$ cat config.mk
export PLATFORM = sky130hd
export DESIGN_NAME = low_power_polling_config
export DESIGN_NICKNAME = d
export VERILOG_FILES = /design/src/logic/lp_cfg_pkg.sv /design/src/logic/tick_divider.sv /design/src/logic/spi_frame_slave.sv /design/src/logic/low_power_polling_config.sv
export SDC_FILE = /design/constraint.sdc
export NUM_CORES = 1
export LEC_CHECK = 0
export BUFFER_PORTS_ARGS = -buffer_cell sky130_fd_sc_hd__buf_4
export CAP_MARGIN = 10
export CORE_UTILIZATION = 55
export CTS_BUF_LIST = sky130_fd_sc_hd__clkbuf_4 sky130_fd_sc_hd__clkbuf_8 sky130_fd_sc_hd__clkbuf_16
export DETAILED_ROUTE_END_ITERATION = 8
export GPL_TIMING_DRIVEN = 1
export PLACE_DENSITY = 0.8
export SLEW_MARGIN = 10
export SYNTH_ARGS = -nofsm -noshare
export SYNTH_HDL_FRONTEND = slang
export SYNTH_SLANG_ARGS = --single-unit
$ cat constraint.sdc
create_clock -name clk_i -period 6.5 [get_ports clk_i]
set_input_delay 0 -clock clk_i [delete_from_list [all_inputs] [get_ports clk_i]]
set_output_delay 0 -clock clk_i [all_outputs]
set_load 0.1 [all_outputs]
$ cat src/logic/lp_cfg_pkg.sv
// shared constants of the low-power polling configuration block
package lp_cfg_pkg;
	// =========================================================
	// frame layout
	localparam int FRAME_W = 32;
	localparam int ADDR_MSB = 31;
	localparam int ADDR_LSB = 25;
	localparam int RW_BIT = 24;
	localparam int DATA_W = 24;
	localparam int FAULT_BIT = 23;
	localparam int INT_BIT = 22;
	localparam int REG_W = 22;
	localparam int BITCNT_W = 6;
	localparam logic [5:0] FRAME_BITS = 6'h20;
	// =========================================================
	// register addresses
	localparam logic [6:0] ADDR_SLOW_GND = 7'h19;
	localparam logic [6:0] ADDR_DEB_PROG = 7'h1a;
	localparam logic [6:0] ADDR_DEB_GND = 7'h1b;
	localparam logic [6:0] ADDR_SLEEP = 7'h1c;
	localparam logic [6:0] ADDR_SW_STATUS = 7'h1f;
	localparam logic [6:0] ADDR_FAULT_STATUS = 7'h3e;
	localparam logic [23:0] SLEEP_DATA = 24'h000000;
	// =========================================================
	// channel counts and reset values
	localparam int GND_CH = 14;
	localparam int PROG_CH = 8;
	localparam logic [13:0] RST_SLOW_GND = 14'h0000;
	localparam logic [7:0] RST_DEB_PROG = 8'h00;
	localparam logic [13:0] RST_DEB_GND = 14'h0000;
	// slow polling skips three of every four base ticks
	localparam logic [1:0] SLOW_PHASE = 2'h0;
	// =========================================================
	// timing
	localparam int CLK_NS = 10;
	localparam int DEBOUNCE_NS = 1200000;
	localparam int DEBOUNCE_CYC = DEBOUNCE_NS / CLK_NS;
	localparam int POLL_NS = 640;
	localparam int POLL_CYC = (POLL_NS + CLK_NS - 1) / CLK_NS;
	localparam int WIN_W = 17;
	localparam logic [2:0] SPI_SYNC_RST = 3'h2;
endpackage

$ cat src/logic/tick_divider.sv
// enable-pulse divider for the low-power polling period
`timescale 1ns/1ps
module tick_divider (
	// clock and reset
	input wire logic clk_i,
	input wire logic rst_n_i,
	// control
	input wire logic en_i,
	input wire logic [15:0] period_i,
	// one-cycle tick
	output logic tick_o
);
	logic [15:0] cnt;

	// a period of zero acts as one so the tick never stops
	always_ff @(posedge clk_i or negedge rst_n_i) begin
		if (!rst_n_i) begin
			cnt <= 16'h0000;
			tick_o <= 1'b0;
		end else if (!en_i) begin
			cnt <= 16'h0000;
			tick_o <= 1'b0;
		end else if (cnt + 16'h0001 >= period_i) begin
			cnt <= 16'h0000;
			tick_o <= 1'b1;
		end else begin
			cnt <= cnt + 16'h0001;
			tick_o <= 1'b0;
		end
	end
endmodule

$ cat src/logic/spi_frame_slave.sv
// oversampled spi slave that moves one 32-bit frame per chip select
`timescale 1ns/1ps
module spi_frame_slave (
	// clock and reset
	input wire logic clk_i,
	input wire logic rst_n_i,
	// spi pins
	input wire logic sck_i,
	input wire logic cs_n_i,
	input wire logic mosi_i,
	output logic miso_o,
	output logic miso_oe_o,
	// frame side
	input wire logic [31:0] reply_i,
	output logic frame_start_o,
	output logic frame_valid_o,
	output logic [31:0] frame_o
);
	// bit 0 sck, bit 1 cs_n, bit 2 mosi
	logic [2:0] s0, s1, s2, filt, filt_d, agree;
	logic [31:0] rx, tx;
	logic [5:0] cnt;
	logic sck_rise, cs_fall, cs_rise;

	// =========================================================
	// three-stage sampling, a change counts when stages agree
	always_ff @(posedge clk_i or negedge rst_n_i) begin
		if (!rst_n_i) begin
			s0 <= lp_cfg_pkg::SPI_SYNC_RST;
			s1 <= lp_cfg_pkg::SPI_SYNC_RST;
			s2 <= lp_cfg_pkg::SPI_SYNC_RST;
			filt <= lp_cfg_pkg::SPI_SYNC_RST;
			filt_d <= lp_cfg_pkg::SPI_SYNC_RST;
		end else begin
			s0 <= {mosi_i, cs_n_i, sck_i};
			s1 <= s0;
			s2 <= s1;
			filt <= (s1 & agree) | (filt & ~agree);
			filt_d <= filt;
		end
	end
	assign agree = ~(s1 ^ s2);
	assign sck_rise = filt[0] & ~filt_d[0] & ~filt[1];
	assign cs_fall = filt_d[1] & ~filt[1];
	assign cs_rise = ~filt_d[1] & filt[1];
	assign frame_start_o = cs_fall;
	assign miso_o = tx[31];
	assign miso_oe_o = ~filt[1];

	// =========================================================
	// shifting: capture and launch on rising sck
	// launching on the falling pin edge would land five clocks late,
	// after the host has already sampled at its next rising edge
	always_ff @(posedge clk_i or negedge rst_n_i) begin
		if (!rst_n_i) begin
			rx <= 32'h00000000;
			tx <= 32'h00000000;
			cnt <= 6'h00;
		end else if (cs_fall) begin
			tx <= reply_i;
			cnt <= 6'h00;
		end else begin
			if (sck_rise) begin
				rx <= {rx[30:0], filt[2]};
				tx <= {tx[30:0], 1'b0};
				if (cnt != 6'h3f) begin
					cnt <= cnt + 6'h01;
				end
			end
		end
	end

	// frames of any other length are dropped whole
	always_ff @(posedge clk_i or negedge rst_n_i) begin
		if (!rst_n_i) begin
			frame_valid_o <= 1'b0;
			frame_o <= 32'h00000000;
		end else begin
			frame_valid_o <= cs_rise && cnt == lp_cfg_pkg::FRAME_BITS;
			if (cs_rise && cnt == lp_cfg_pkg::FRAME_BITS) begin
				frame_o <= rx;
			end
		end
	end
endmodule

$ cat src/logic/low_power_polling_config.sv
// configuration registers, sleep command and low-power polling sequencer
// =========================================================
// Notes on behaviour
// - one frame: address, read/write, 24 data
// - slow-poll bit polls ground channel four times slower
// - ground slow-poll register at 0x19, resets zero
// - reply holds fault, interrupt, then register data
// - clear debounce bit: judge by voltage difference
// - set debounce bit: source 1.2 ms more, judge level
// - programmable debounce register at 0x1a, eight bits
// - ground debounce register at 0x1b, fourteen bits
// - only the sleep command enters low power
// - sleep command: 0x1c, write, all data zero
// - sleep command starts polling and the interrupt timer
// - configuration kept across low power mode
// - first reply after wake: both flags, inputs
// - base polling period comes from separate register
// - status read clears interrupt; fault read clears fault
`timescale 1ns/1ps
module low_power_polling_config #(
	parameter int DEBOUNCE_CYCLES = lp_cfg_pkg::DEBOUNCE_CYC,
	parameter int POLL_CYCLES = lp_cfg_pkg::POLL_CYC
) (
	// clock and reset
	input wire logic clk_i,
	input wire logic rst_n_i,
	// spi pins
	input wire logic sck_i,
	input wire logic cs_n_i,
	input wire logic mosi_i,
	output logic miso_o,
	output logic miso_oe_o,
	// device state from neighbouring logic
	input wire logic fault_summary_i,
	input wire logic int_flag_i,
	input wire logic [21:0] switch_state_i,
	input wire logic wake_i,
	input wire logic [15:0] lp_period_i,
	// flag clears towards neighbouring logic
	output logic int_clear_o,
	output logic fault_clear_o,
	// low-power control
	output logic low_power_mode_o,
	output logic int_timer_run_o,
	output logic [13:0] source_gnd_o,
	output logic [7:0] source_prog_o,
	output logic [13:0] judge_diff_gnd_o,
	output logic [7:0] judge_diff_prog_o,
	output logic [13:0] judge_level_gnd_o,
	output logic [7:0] judge_level_prog_o
);
	typedef enum logic [1:0] {P_IDLE, P_POLL, P_EXTEND} poll_state_t;

	logic frame_start, frame_valid;
	logic [31:0] frame, last_frame, reply;
	logic [6:0] f_addr, l_addr;
	logic f_rw, l_rw, enter_cmd, wake_pending, wake_now;
	logic [23:0] f_data;
	logic [13:0] slow_gnd, deb_gnd, mask_gnd;
	logic [7:0] deb_prog;
	logic [21:0] reg_data;
	logic base_tick;
	logic [1:0] quarter;
	logic [16:0] win_cnt;
	poll_state_t pstate;
	logic [16:0] ext_len;

	// =========================================================
	// serial link
	spi_frame_slave u_spi (
		.clk_i(clk_i),
		.rst_n_i(rst_n_i),
		.sck_i(sck_i),
		.cs_n_i(cs_n_i),
		.mosi_i(mosi_i),
		.miso_o(miso_o),
		.miso_oe_o(miso_oe_o),
		.reply_i(reply),
		.frame_start_o(frame_start),
		.frame_valid_o(frame_valid),
		.frame_o(frame)
	);

	// frame fields
	assign f_addr = frame[lp_cfg_pkg::ADDR_MSB:lp_cfg_pkg::ADDR_LSB];
	assign f_rw = frame[lp_cfg_pkg::RW_BIT];
	assign f_data = frame[lp_cfg_pkg::DATA_W-1:0];
	assign l_addr = last_frame[lp_cfg_pkg::ADDR_MSB:lp_cfg_pkg::ADDR_LSB];
	assign l_rw = last_frame[lp_cfg_pkg::RW_BIT];
	assign enter_cmd = frame_valid && f_rw && f_addr == lp_cfg_pkg::ADDR_SLEEP
		&& f_data == lp_cfg_pkg::SLEEP_DATA;

	// =========================================================
	// configuration registers, untouched by mode changes
	always_ff @(posedge clk_i or negedge rst_n_i) begin
		if (!rst_n_i) begin
			slow_gnd <= lp_cfg_pkg::RST_SLOW_GND;
			deb_prog <= lp_cfg_pkg::RST_DEB_PROG;
			deb_gnd <= lp_cfg_pkg::RST_DEB_GND;
		end else if (frame_valid && f_rw) begin
			// only the channel bits are stored, the rest is dropped
			unique case (f_addr)
				lp_cfg_pkg::ADDR_SLOW_GND: slow_gnd <= f_data[13:0];
				lp_cfg_pkg::ADDR_DEB_PROG: deb_prog <= f_data[7:0];
				lp_cfg_pkg::ADDR_DEB_GND: deb_gnd <= f_data[13:0];
				default: begin
				end
			endcase
		end
	end

	// the previous frame decides what the next reply carries
	always_ff @(posedge clk_i or negedge rst_n_i) begin
		if (!rst_n_i) begin
			last_frame <= 32'h00000000;
		end else if (frame_valid) begin
			last_frame <= frame;
		end
	end

	// =========================================================
	// reply word, built when chip select falls
	always_comb begin
		reg_data = 22'h000000;
		if (wake_pending) begin
			reg_data = switch_state_i;
		end else if (!l_rw && l_addr == lp_cfg_pkg::ADDR_SW_STATUS) begin
			reg_data = switch_state_i;
		end else begin
			unique case (l_addr)
				lp_cfg_pkg::ADDR_SLOW_GND: reg_data = {8'h00, slow_gnd};
				lp_cfg_pkg::ADDR_DEB_PROG: reg_data = {14'h0000, deb_prog};
				lp_cfg_pkg::ADDR_DEB_GND: reg_data = {8'h00, deb_gnd};
				default: reg_data = 22'h000000; // the sleep command reads as zero
			endcase
		end
	end
	// the upper byte echoes the previous command
	assign reply = {last_frame[31:24], fault_summary_i | wake_pending,
		int_flag_i | wake_pending, reg_data};

	// =========================================================
	// flag clears by reading the status registers
	always_ff @(posedge clk_i or negedge rst_n_i) begin
		if (!rst_n_i) begin
			int_clear_o <= 1'b0;
			fault_clear_o <= 1'b0;
		end else begin
			int_clear_o <= frame_valid && !f_rw
				&& f_addr == lp_cfg_pkg::ADDR_SW_STATUS;
			fault_clear_o <= frame_valid && !f_rw
				&& f_addr == lp_cfg_pkg::ADDR_FAULT_STATUS;
		end
	end

	// =========================================================
	// mode control: a chip select or a wake event ends sleep
	assign wake_now = low_power_mode_o && (wake_i || frame_start);
	always_ff @(posedge clk_i or negedge rst_n_i) begin
		if (!rst_n_i) begin
			low_power_mode_o <= 1'b0;
		end else if (wake_now) begin
			low_power_mode_o <= 1'b0;
		end else if (enter_cmd) begin
			low_power_mode_o <= 1'b1;
		end
	end
	assign int_timer_run_o = low_power_mode_o;

	// set wins: a wake on a frame start leaves the flags pending
	always_ff @(posedge clk_i or negedge rst_n_i) begin
		if (!rst_n_i) begin
			wake_pending <= 1'b0;
		end else if (low_power_mode_o && wake_i) begin
			wake_pending <= 1'b1;
		end else if (frame_start) begin
			wake_pending <= low_power_mode_o;
		end
	end

	// =========================================================
	// polling timebase from the separate low-power rate register
	tick_divider u_rate (
		.clk_i(clk_i),
		.rst_n_i(rst_n_i),
		.en_i(low_power_mode_o),
		.period_i(lp_period_i),
		.tick_o(base_tick)
	);

	always_ff @(posedge clk_i or negedge rst_n_i) begin
		if (!rst_n_i) begin
			quarter <= 2'h0;
		end else if (!low_power_mode_o) begin
			quarter <= 2'h0;
		end else if (base_tick) begin
			quarter <= quarter + 2'h1;
		end
	end
	// slow channels join only one base tick in four
	assign mask_gnd = ~slow_gnd
		| {14{quarter == lp_cfg_pkg::SLOW_PHASE}};

	// =========================================================
	// polling sequencer; a tick during a running poll is skipped
	always_ff @(posedge clk_i or negedge rst_n_i) begin
		if (!rst_n_i) begin
			pstate <= P_IDLE;
			win_cnt <= 17'h00000;
			source_gnd_o <= 14'h0000;
			source_prog_o <= 8'h00;
		end else if (!low_power_mode_o) begin
			pstate <= P_IDLE;
			win_cnt <= 17'h00000;
			source_gnd_o <= 14'h0000;
			source_prog_o <= 8'h00;
		end else begin
			unique case (pstate)
				P_IDLE: begin
					if (base_tick) begin
						pstate <= P_POLL;
						win_cnt <= 17'(POLL_CYCLES - 1);
						source_gnd_o <= mask_gnd;
						source_prog_o <= 8'hff;
					end
				end
				P_POLL: begin
					if (win_cnt != 17'h00000) begin
						win_cnt <= win_cnt - 17'h00001;
					end else if ((source_gnd_o & deb_gnd) != 14'h0000
						|| (source_prog_o & deb_prog) != 8'h00) begin
						pstate <= P_EXTEND;
						win_cnt <= 17'(DEBOUNCE_CYCLES - 1);
						source_gnd_o <= source_gnd_o & deb_gnd;
						source_prog_o <= source_prog_o & deb_prog;
					end else begin
						pstate <= P_IDLE;
						source_gnd_o <= 14'h0000;
						source_prog_o <= 8'h00;
					end
				end
				P_EXTEND: begin
					if (win_cnt != 17'h00000) begin
						win_cnt <= win_cnt - 17'h00001;
					end else begin
						pstate <= P_IDLE;
						source_gnd_o <= 14'h0000;
						source_prog_o <= 8'h00;
					end
				end
			endcase
		end
	end

	// judgement strobes at the end of each window
	always_ff @(posedge clk_i or negedge rst_n_i) begin
		if (!rst_n_i) begin
			judge_diff_gnd_o <= 14'h0000;
			judge_diff_prog_o <= 8'h00;
			judge_level_gnd_o <= 14'h0000;
			judge_level_prog_o <= 8'h00;
		end else begin
			judge_diff_gnd_o <= 14'h0000;
			judge_diff_prog_o <= 8'h00;
			judge_level_gnd_o <= 14'h0000;
			judge_level_prog_o <= 8'h00;
			if (low_power_mode_o && win_cnt == 17'h00000) begin
				if (pstate == P_POLL) begin
					judge_diff_gnd_o <= source_gnd_o & ~deb_gnd;
					judge_diff_prog_o <= source_prog_o & ~deb_prog;
				end else if (pstate == P_EXTEND) begin
					judge_level_gnd_o <= source_gnd_o;
					judge_level_prog_o <= source_prog_o;
				end
			end
		end
	end

	// =========================================================
	// checks
	always_ff @(posedge clk_i or negedge rst_n_i) begin
		if (!rst_n_i) begin
			ext_len <= 17'h00000;
		end else if (pstate == P_EXTEND) begin
			ext_len <= ext_len + 17'h00001;
		end else begin
			ext_len <= 17'h00000;
		end
	end
endmodule

# Yosys cells after proc, flatten, opt, wreduce, memory -nomap -nowiden
# Cells that the tools add are included.
# classes
n_addsub	4
order_cmp	1
n_eq_ne	20
mux	52
bitwise	24
n_reduce_logical	33
# op_table
op	n
14-bit 2-to-1 mux	10
17-bit 2-to-1 mux	5
14-bit one-hot mux with 3 select lines	2
8-bit 2-to-1 mux	10
32-bit 2-to-1 mux	2
7-bit by 5-bit equality test with 1-bit output (second input constant)	9
17-bit one-hot mux with 3 select lines	1
22-bit 2-to-1 mux	2
16-bit 2-to-1 mux	2
14-bit bitwise AND	2
14-bit inverter	2
24-bit logical NOT	1
8-bit one-hot mux with 3 select lines	1
6-bit 2-to-1 mux	3
17-bit logical NOT	1
17-bit nonzero test	1
17-bit by 1-bit subtractor with 17-bit output (second input constant)	1
16-bit by 1-bit adder with 16-bit output (second input constant)	1
8-bit bitwise AND	2
16-bit >= comparator	1
2-bit 2-to-1 mux	7
14-bit bitwise OR	1
14-bit nonzero test	1
1-bit logical AND	11
other kinds (28)	55
# word_totals
reg_bits	293
in_bits	46
output_inout_bits	72
elab_cells	163

# Longest topological paths before layout
# depth
depth_word	7
depth_mapped	14
ltp_nobuf	13

# By module
# A second synthesis with hierarchy kept.
# unflattened
hier_cells	1109
hier_area_um2	12453.2
# modules_own_cells
module	instances	cells_each	area_each_um2	seq_area_each_um2
low_power_polling_config	1	603	6472.5	3378.2
spi_frame_slave	1	372	4742.0	2934.1
tick_divider	1	134	1238.7	425.4

# Worst setup path after synthesis
# Ideal clock, no wire load.
# synth_path
path_type	reg2reg
start	reg u_rate.cnt[0]
end	reg u_rate.cnt[10]
setup_ns	0.132
arrival_ns	2.641
t_required_ns	6.368
setup_slack_ns	3.727
path_stages_with_launch	13
path_buffers	1
period_less_slack_ns	2.773
cell_sequence	dfrtp_1 ha_1 nand2_1 nor2_1 and3_1 and4_1 xor2_1 ha_1 nand4_1 or2_2 o2111ai_1 clkbuf_1 nor2b_1
# synth_via
elab_chain_len	4
# synth_rtl
element	line_no	text
start: declaration	tick_divider.sv:13	logic [15:0] cnt;
start signal: assignment	tick_divider.sv:27	cnt <= cnt + 16'h0001;
16-bit by 1-bit adder with 16-bit output *	tick_divider.sv:23, tick_divider.sv:27	
16-bit >= comparator	tick_divider.sv:23	end else if (cnt + 16'h0001 >= period_i) begin
16-bit 2-to-1 mux *	tick_divider.sv:23	
16-bit 2-to-1 mux *	tick_divider.sv:20	end else if (!en_i) begin
# Every way passes the cells marked *; elsewhere a longest branch is shown, timed or not.
# A chain may end at the register's enable or synchronous reset.

# Final worst setup path
# layout_path
start	reg u_rate.cnt[0]
end	reg u_rate.cnt[11]
# Same word-level chain as after synthesis.

==> flow_summary_export.csv <==
group,metric,value,unit
sta,worst_pin_slew,1.241,ns
finish,syn_to_final_growth,19.76,%
sta,min_period,3.012,ns
placed_design,gp_congestion,0.8951,
global_route,grt_max_degree,137,
sta,rsz0062_at_grt,"false",
yosys,synth_top_area_cell,"dfrtp_1",
route,drt.antenna.violating_nets,0,
clocking,cts_num_sinks,269,
critical_path,cp_max_fo,16,
sta,fmax,0.3320,GHz
route,wl,28.24,mm
route,route.detailed.wl_per_inst,18.58,microns
yosys,synthAdderAreaFrac,2.722,%
finish,seqCellArea,6738,sq um
die,die_x,150.5,microns
sta,tns,0,ns
yosys,ys_types,66,
placed_design,dp_cells,1440,
die,die_area,22660,sq um
yosys,synth_area,12130,sq um
pwr,vdd_ir_drop_max,0.2084,mV
yosys,synthSimpleGateAreaFrac,16.85,%
critical_path,arrival,3.39,ns
pwr,cellLeakagePower,0.007091,uW
finish,multiInputGateArea,5087,sq um
sta,hold_violations,0,
critical_path,required,6.88,ns
finish,fill_cells,1560,
clocking,clock_tree.buffer_depth,3,
yosys,synthFlopType,"dfrtp_1",
finish,fin_util,68.05,%
yosys,synth_top_area_share,54.44,%
clocking,path_clk_slew,0.06,ns
finish,nNetsFinal,1293,
sta,setup-violations-final,0,
clocking,clock-root-buffer,"clkbuf_16",
die,core_area,21350,sq um
global_route,grt.total_usage,25.62,%
finish,final_layout_size_suffix_gt1_share,22.99,%
run_status,status,"complete, no violations",
global_route,antenna_found_initial,0,
global_route,grt_pass1_vias,8933,
finish,final_cells,1520,
placed_design,place.port_buffers,117,
yosys,muxShareOfSynthArea,10.83,%
clocking,cts_setup_buffers,0,
route,first_pass_iters,6,
route,vias_per_cell,5.968,
yosys,synth_xor_area_share,1.444,%
clocking,htree_levels,1,
route,via_count,9072,
yosys,synth.area.top_cells,"dfrtp_1 (54%), mux2_2 (7.6%), nand2_1 (5.4%), mux2i_1 (3.2%), ha_1 (2.5%)",
die,fp.dieH,150.5,microns
sta,slew_headroom,16.59,%
clocking,cts_tree,"built",
yosys,yosysWarnings,0,
yosys,synth_top_family_by_area,"simple AND/OR/NAND/NOR gates",
clocking,worstSkewPairLatency,0.54,ns
run,maxCapViolCount,0,
yosys,synth_compound_area_share,9.858,%
sta,maxSlewViolCount,0,
yosys,synth_edf_count,0,
yosys,synth_cells,1093,
finish,final_area,14530,sq um
critical_path,worstSetupPathType,"register to register",
critical_path,worstSetupEndpointType,"register",
die,io_pins,118,
route,drc,0,
yosys,synth_nets,1163,
yosys,ys_seq_area_share,55.53,%
global_route,grt_pass1_wl,46.03,mm
route,drtIter0Drc,713,
worst_hold_path,hp-class,"input pin to register",
yosys,syn_area_per_cell,11.10,sq um
clocking,tritoncts.num_buffers,27,
die,start_util,56.83,%
yosys,ys_ff_latch,269,
yosys,async_reset_ff_share,100.0,%
pwr,pwr_density_cell,258.7,nW/um^2
placed_design,dpl_cell_area,13250,sq um
sta,clock-skew-final,0.01955,ns
pwr,total_power,3760,uW
sta,period_share,46.34,%
global_route,overflow,0,
placed_design,dpl.hpwl,18.03,mm
clocking,cts_resized,0,
die,fp-row-count,53,
critical_path,critPathLaunchType,"register",
## registers in the layout (all words and copies together) (netlist names), 16 cells and up, named ones only
name and flops:
u_spi.frame_o 32, u_spi.rx 32, u_spi.tx 32, win_cnt 17, u_rate.cnt 16
## cell type report
type / count / area share, %
inverters: 31 / 0.8008
clock buffers: 35 / 5.278
repair buffers: 156 / 8.696
diodes: 1 / 0.01722
well taps: 275 / 2.368
multi-input cells: 738 / 35.01
flip-flops and latches: 269 / 46.37
clock inverters: 15 / 1.464
## cell families after synthesis
family	Yosys count
AOI/OAI and AO/OA	170
xor gates and xnor gates	20
adders and majority gates	27
buffers and inverters	86
DFF	269
muxes	121
and+or+nand+nor	400
## through the flow
step | hold WS, ns | setup slack, ns
floorplan | -0.2956 | 3.727
global placement | 0.1090 | 3.318
detailed placement | 0.1095 | 3.118
CTS | 0.07135 | 3.102
global route | 0.09720 | 3.187
finish | 0.07970 | 3.488
## layout by cell type (no fill, tap or decap), drive strengths merged, types with 7 or more instances in the layout
master / count
mux2i: 39
nor4: 12
a211o: 9
clkinv: 7
nand4: 11
buf: 127
nand2: 173
o21ai: 43
dfrtp: 264
inv: 32
a221oi: 8
xor2: 11
a21oi: 26
nor2b: 37
and2: 28
a2bb2oi: 10
a22o: 12
nand3: 34
clkbuf: 35
mux2: 82
xnor2: 9
nor3b: 27
dlygate4sd3: 29
nor3: 16
a31oi: 7
ha: 24
a22oi: 11
nor2: 30
## per-layer routing
layer,vias to the layer above,wire [microns],track usage [%]
met1,4532,11960,34.72
li1,4123,-,-
met3,89,1534,3.424
met5,-,0,0
met2,328,13640,41.29
met4,0,1101,11.31
## worst paths after layout
check | startpoint | end | slack [ns] | cells after the start
max | u_rate.cnt[0]$_DFF_PN0_ | u_rate.cnt[11]$_DFF_PN0_ | 3.49 | 10
min | lp_period_i[15] | u_rate.tick_o$_DFF_PN0_ | 0.08 | 6
max reg2reg | u_rate.cnt[0]$_DFF_PN0_ | u_rate.cnt[11]$_DFF_PN0_ | 3.49 | 10
min reg2reg | u_spi.s0[0]$_DFF_PN0_ | u_spi.s1[0]$_DFF_PN0_ | 0.35 | 0
max in group asynchronous | rst_n_i | source_prog_o[2]$_DFFE_PN0P_ | 5.15 | 3
min in group asynchronous | rst_n_i | win_cnt[9]$_DFFE_PN0P_ | 0.13 | 2
## cell usage after synthesis, types with 6 or more instances
| master | number |
|---|---|
| nand2b_1 | 6 |
| a211o_1 | 9 |
| a22o_1 | 12 |
| nand3_1 | 33 |
| mux2i_1 | 39 |
| o21ai_1 | 10 |
| a31oi_1 | 7 |
| mux2_2 | 82 |
| nand4_1 | 11 |
| a21oi_1 | 26 |
| buf_2 | 8 |
| a22oi_1 | 11 |
| and2_1 | 27 |
| nor2_1 | 30 |
| clkbuf_1 | 43 |
| ha_1 | 24 |
| o21ai_0 | 33 |
| a221oi_1 | 8 |
| nand2_1 | 173 |
| dfrtp_1 | 264 |
| o221ai_1 | 6 |
| inv_1 | 31 |
| nor3_1 | 15 |
| nor2b_1 | 37 |
| xnor2_1 | 9 |
| nor3b_1 | 27 |
| xor2_1 | 11 |
| nor4_1 | 9 |
| a2bb2oi_1 | 10 |
## power breakdown
part | internal (uW) | total, uW | switching, uW
clock | 1030 | 1690 | 654
sequential | 1760 | 1830 | 73.0
combinational | 112 | 244 | 131
total | 2900 | 3760 | 859
## repair_timing
action                                 4_1_cts  5_1_grt
hold buffers                                29        0
endpoints found under the hold margin      158        0
setup endpoints to repair                    0        0
## worst max-delay path, stage by stage, from the launching register on
cell and delay [ns]:
dfrtp_1 0.40, nand3_1 0.14, nor2_1 0.17, nand3_1 0.24, nor3_1 0.33, xor2_1 0.14, ha_1 0.32, nand4_1 0.10
or2_2 0.32, o2111ai_2 0.59, nor2b_1 0.11
No activity file was read; power rests on OpenSTA's default activity.
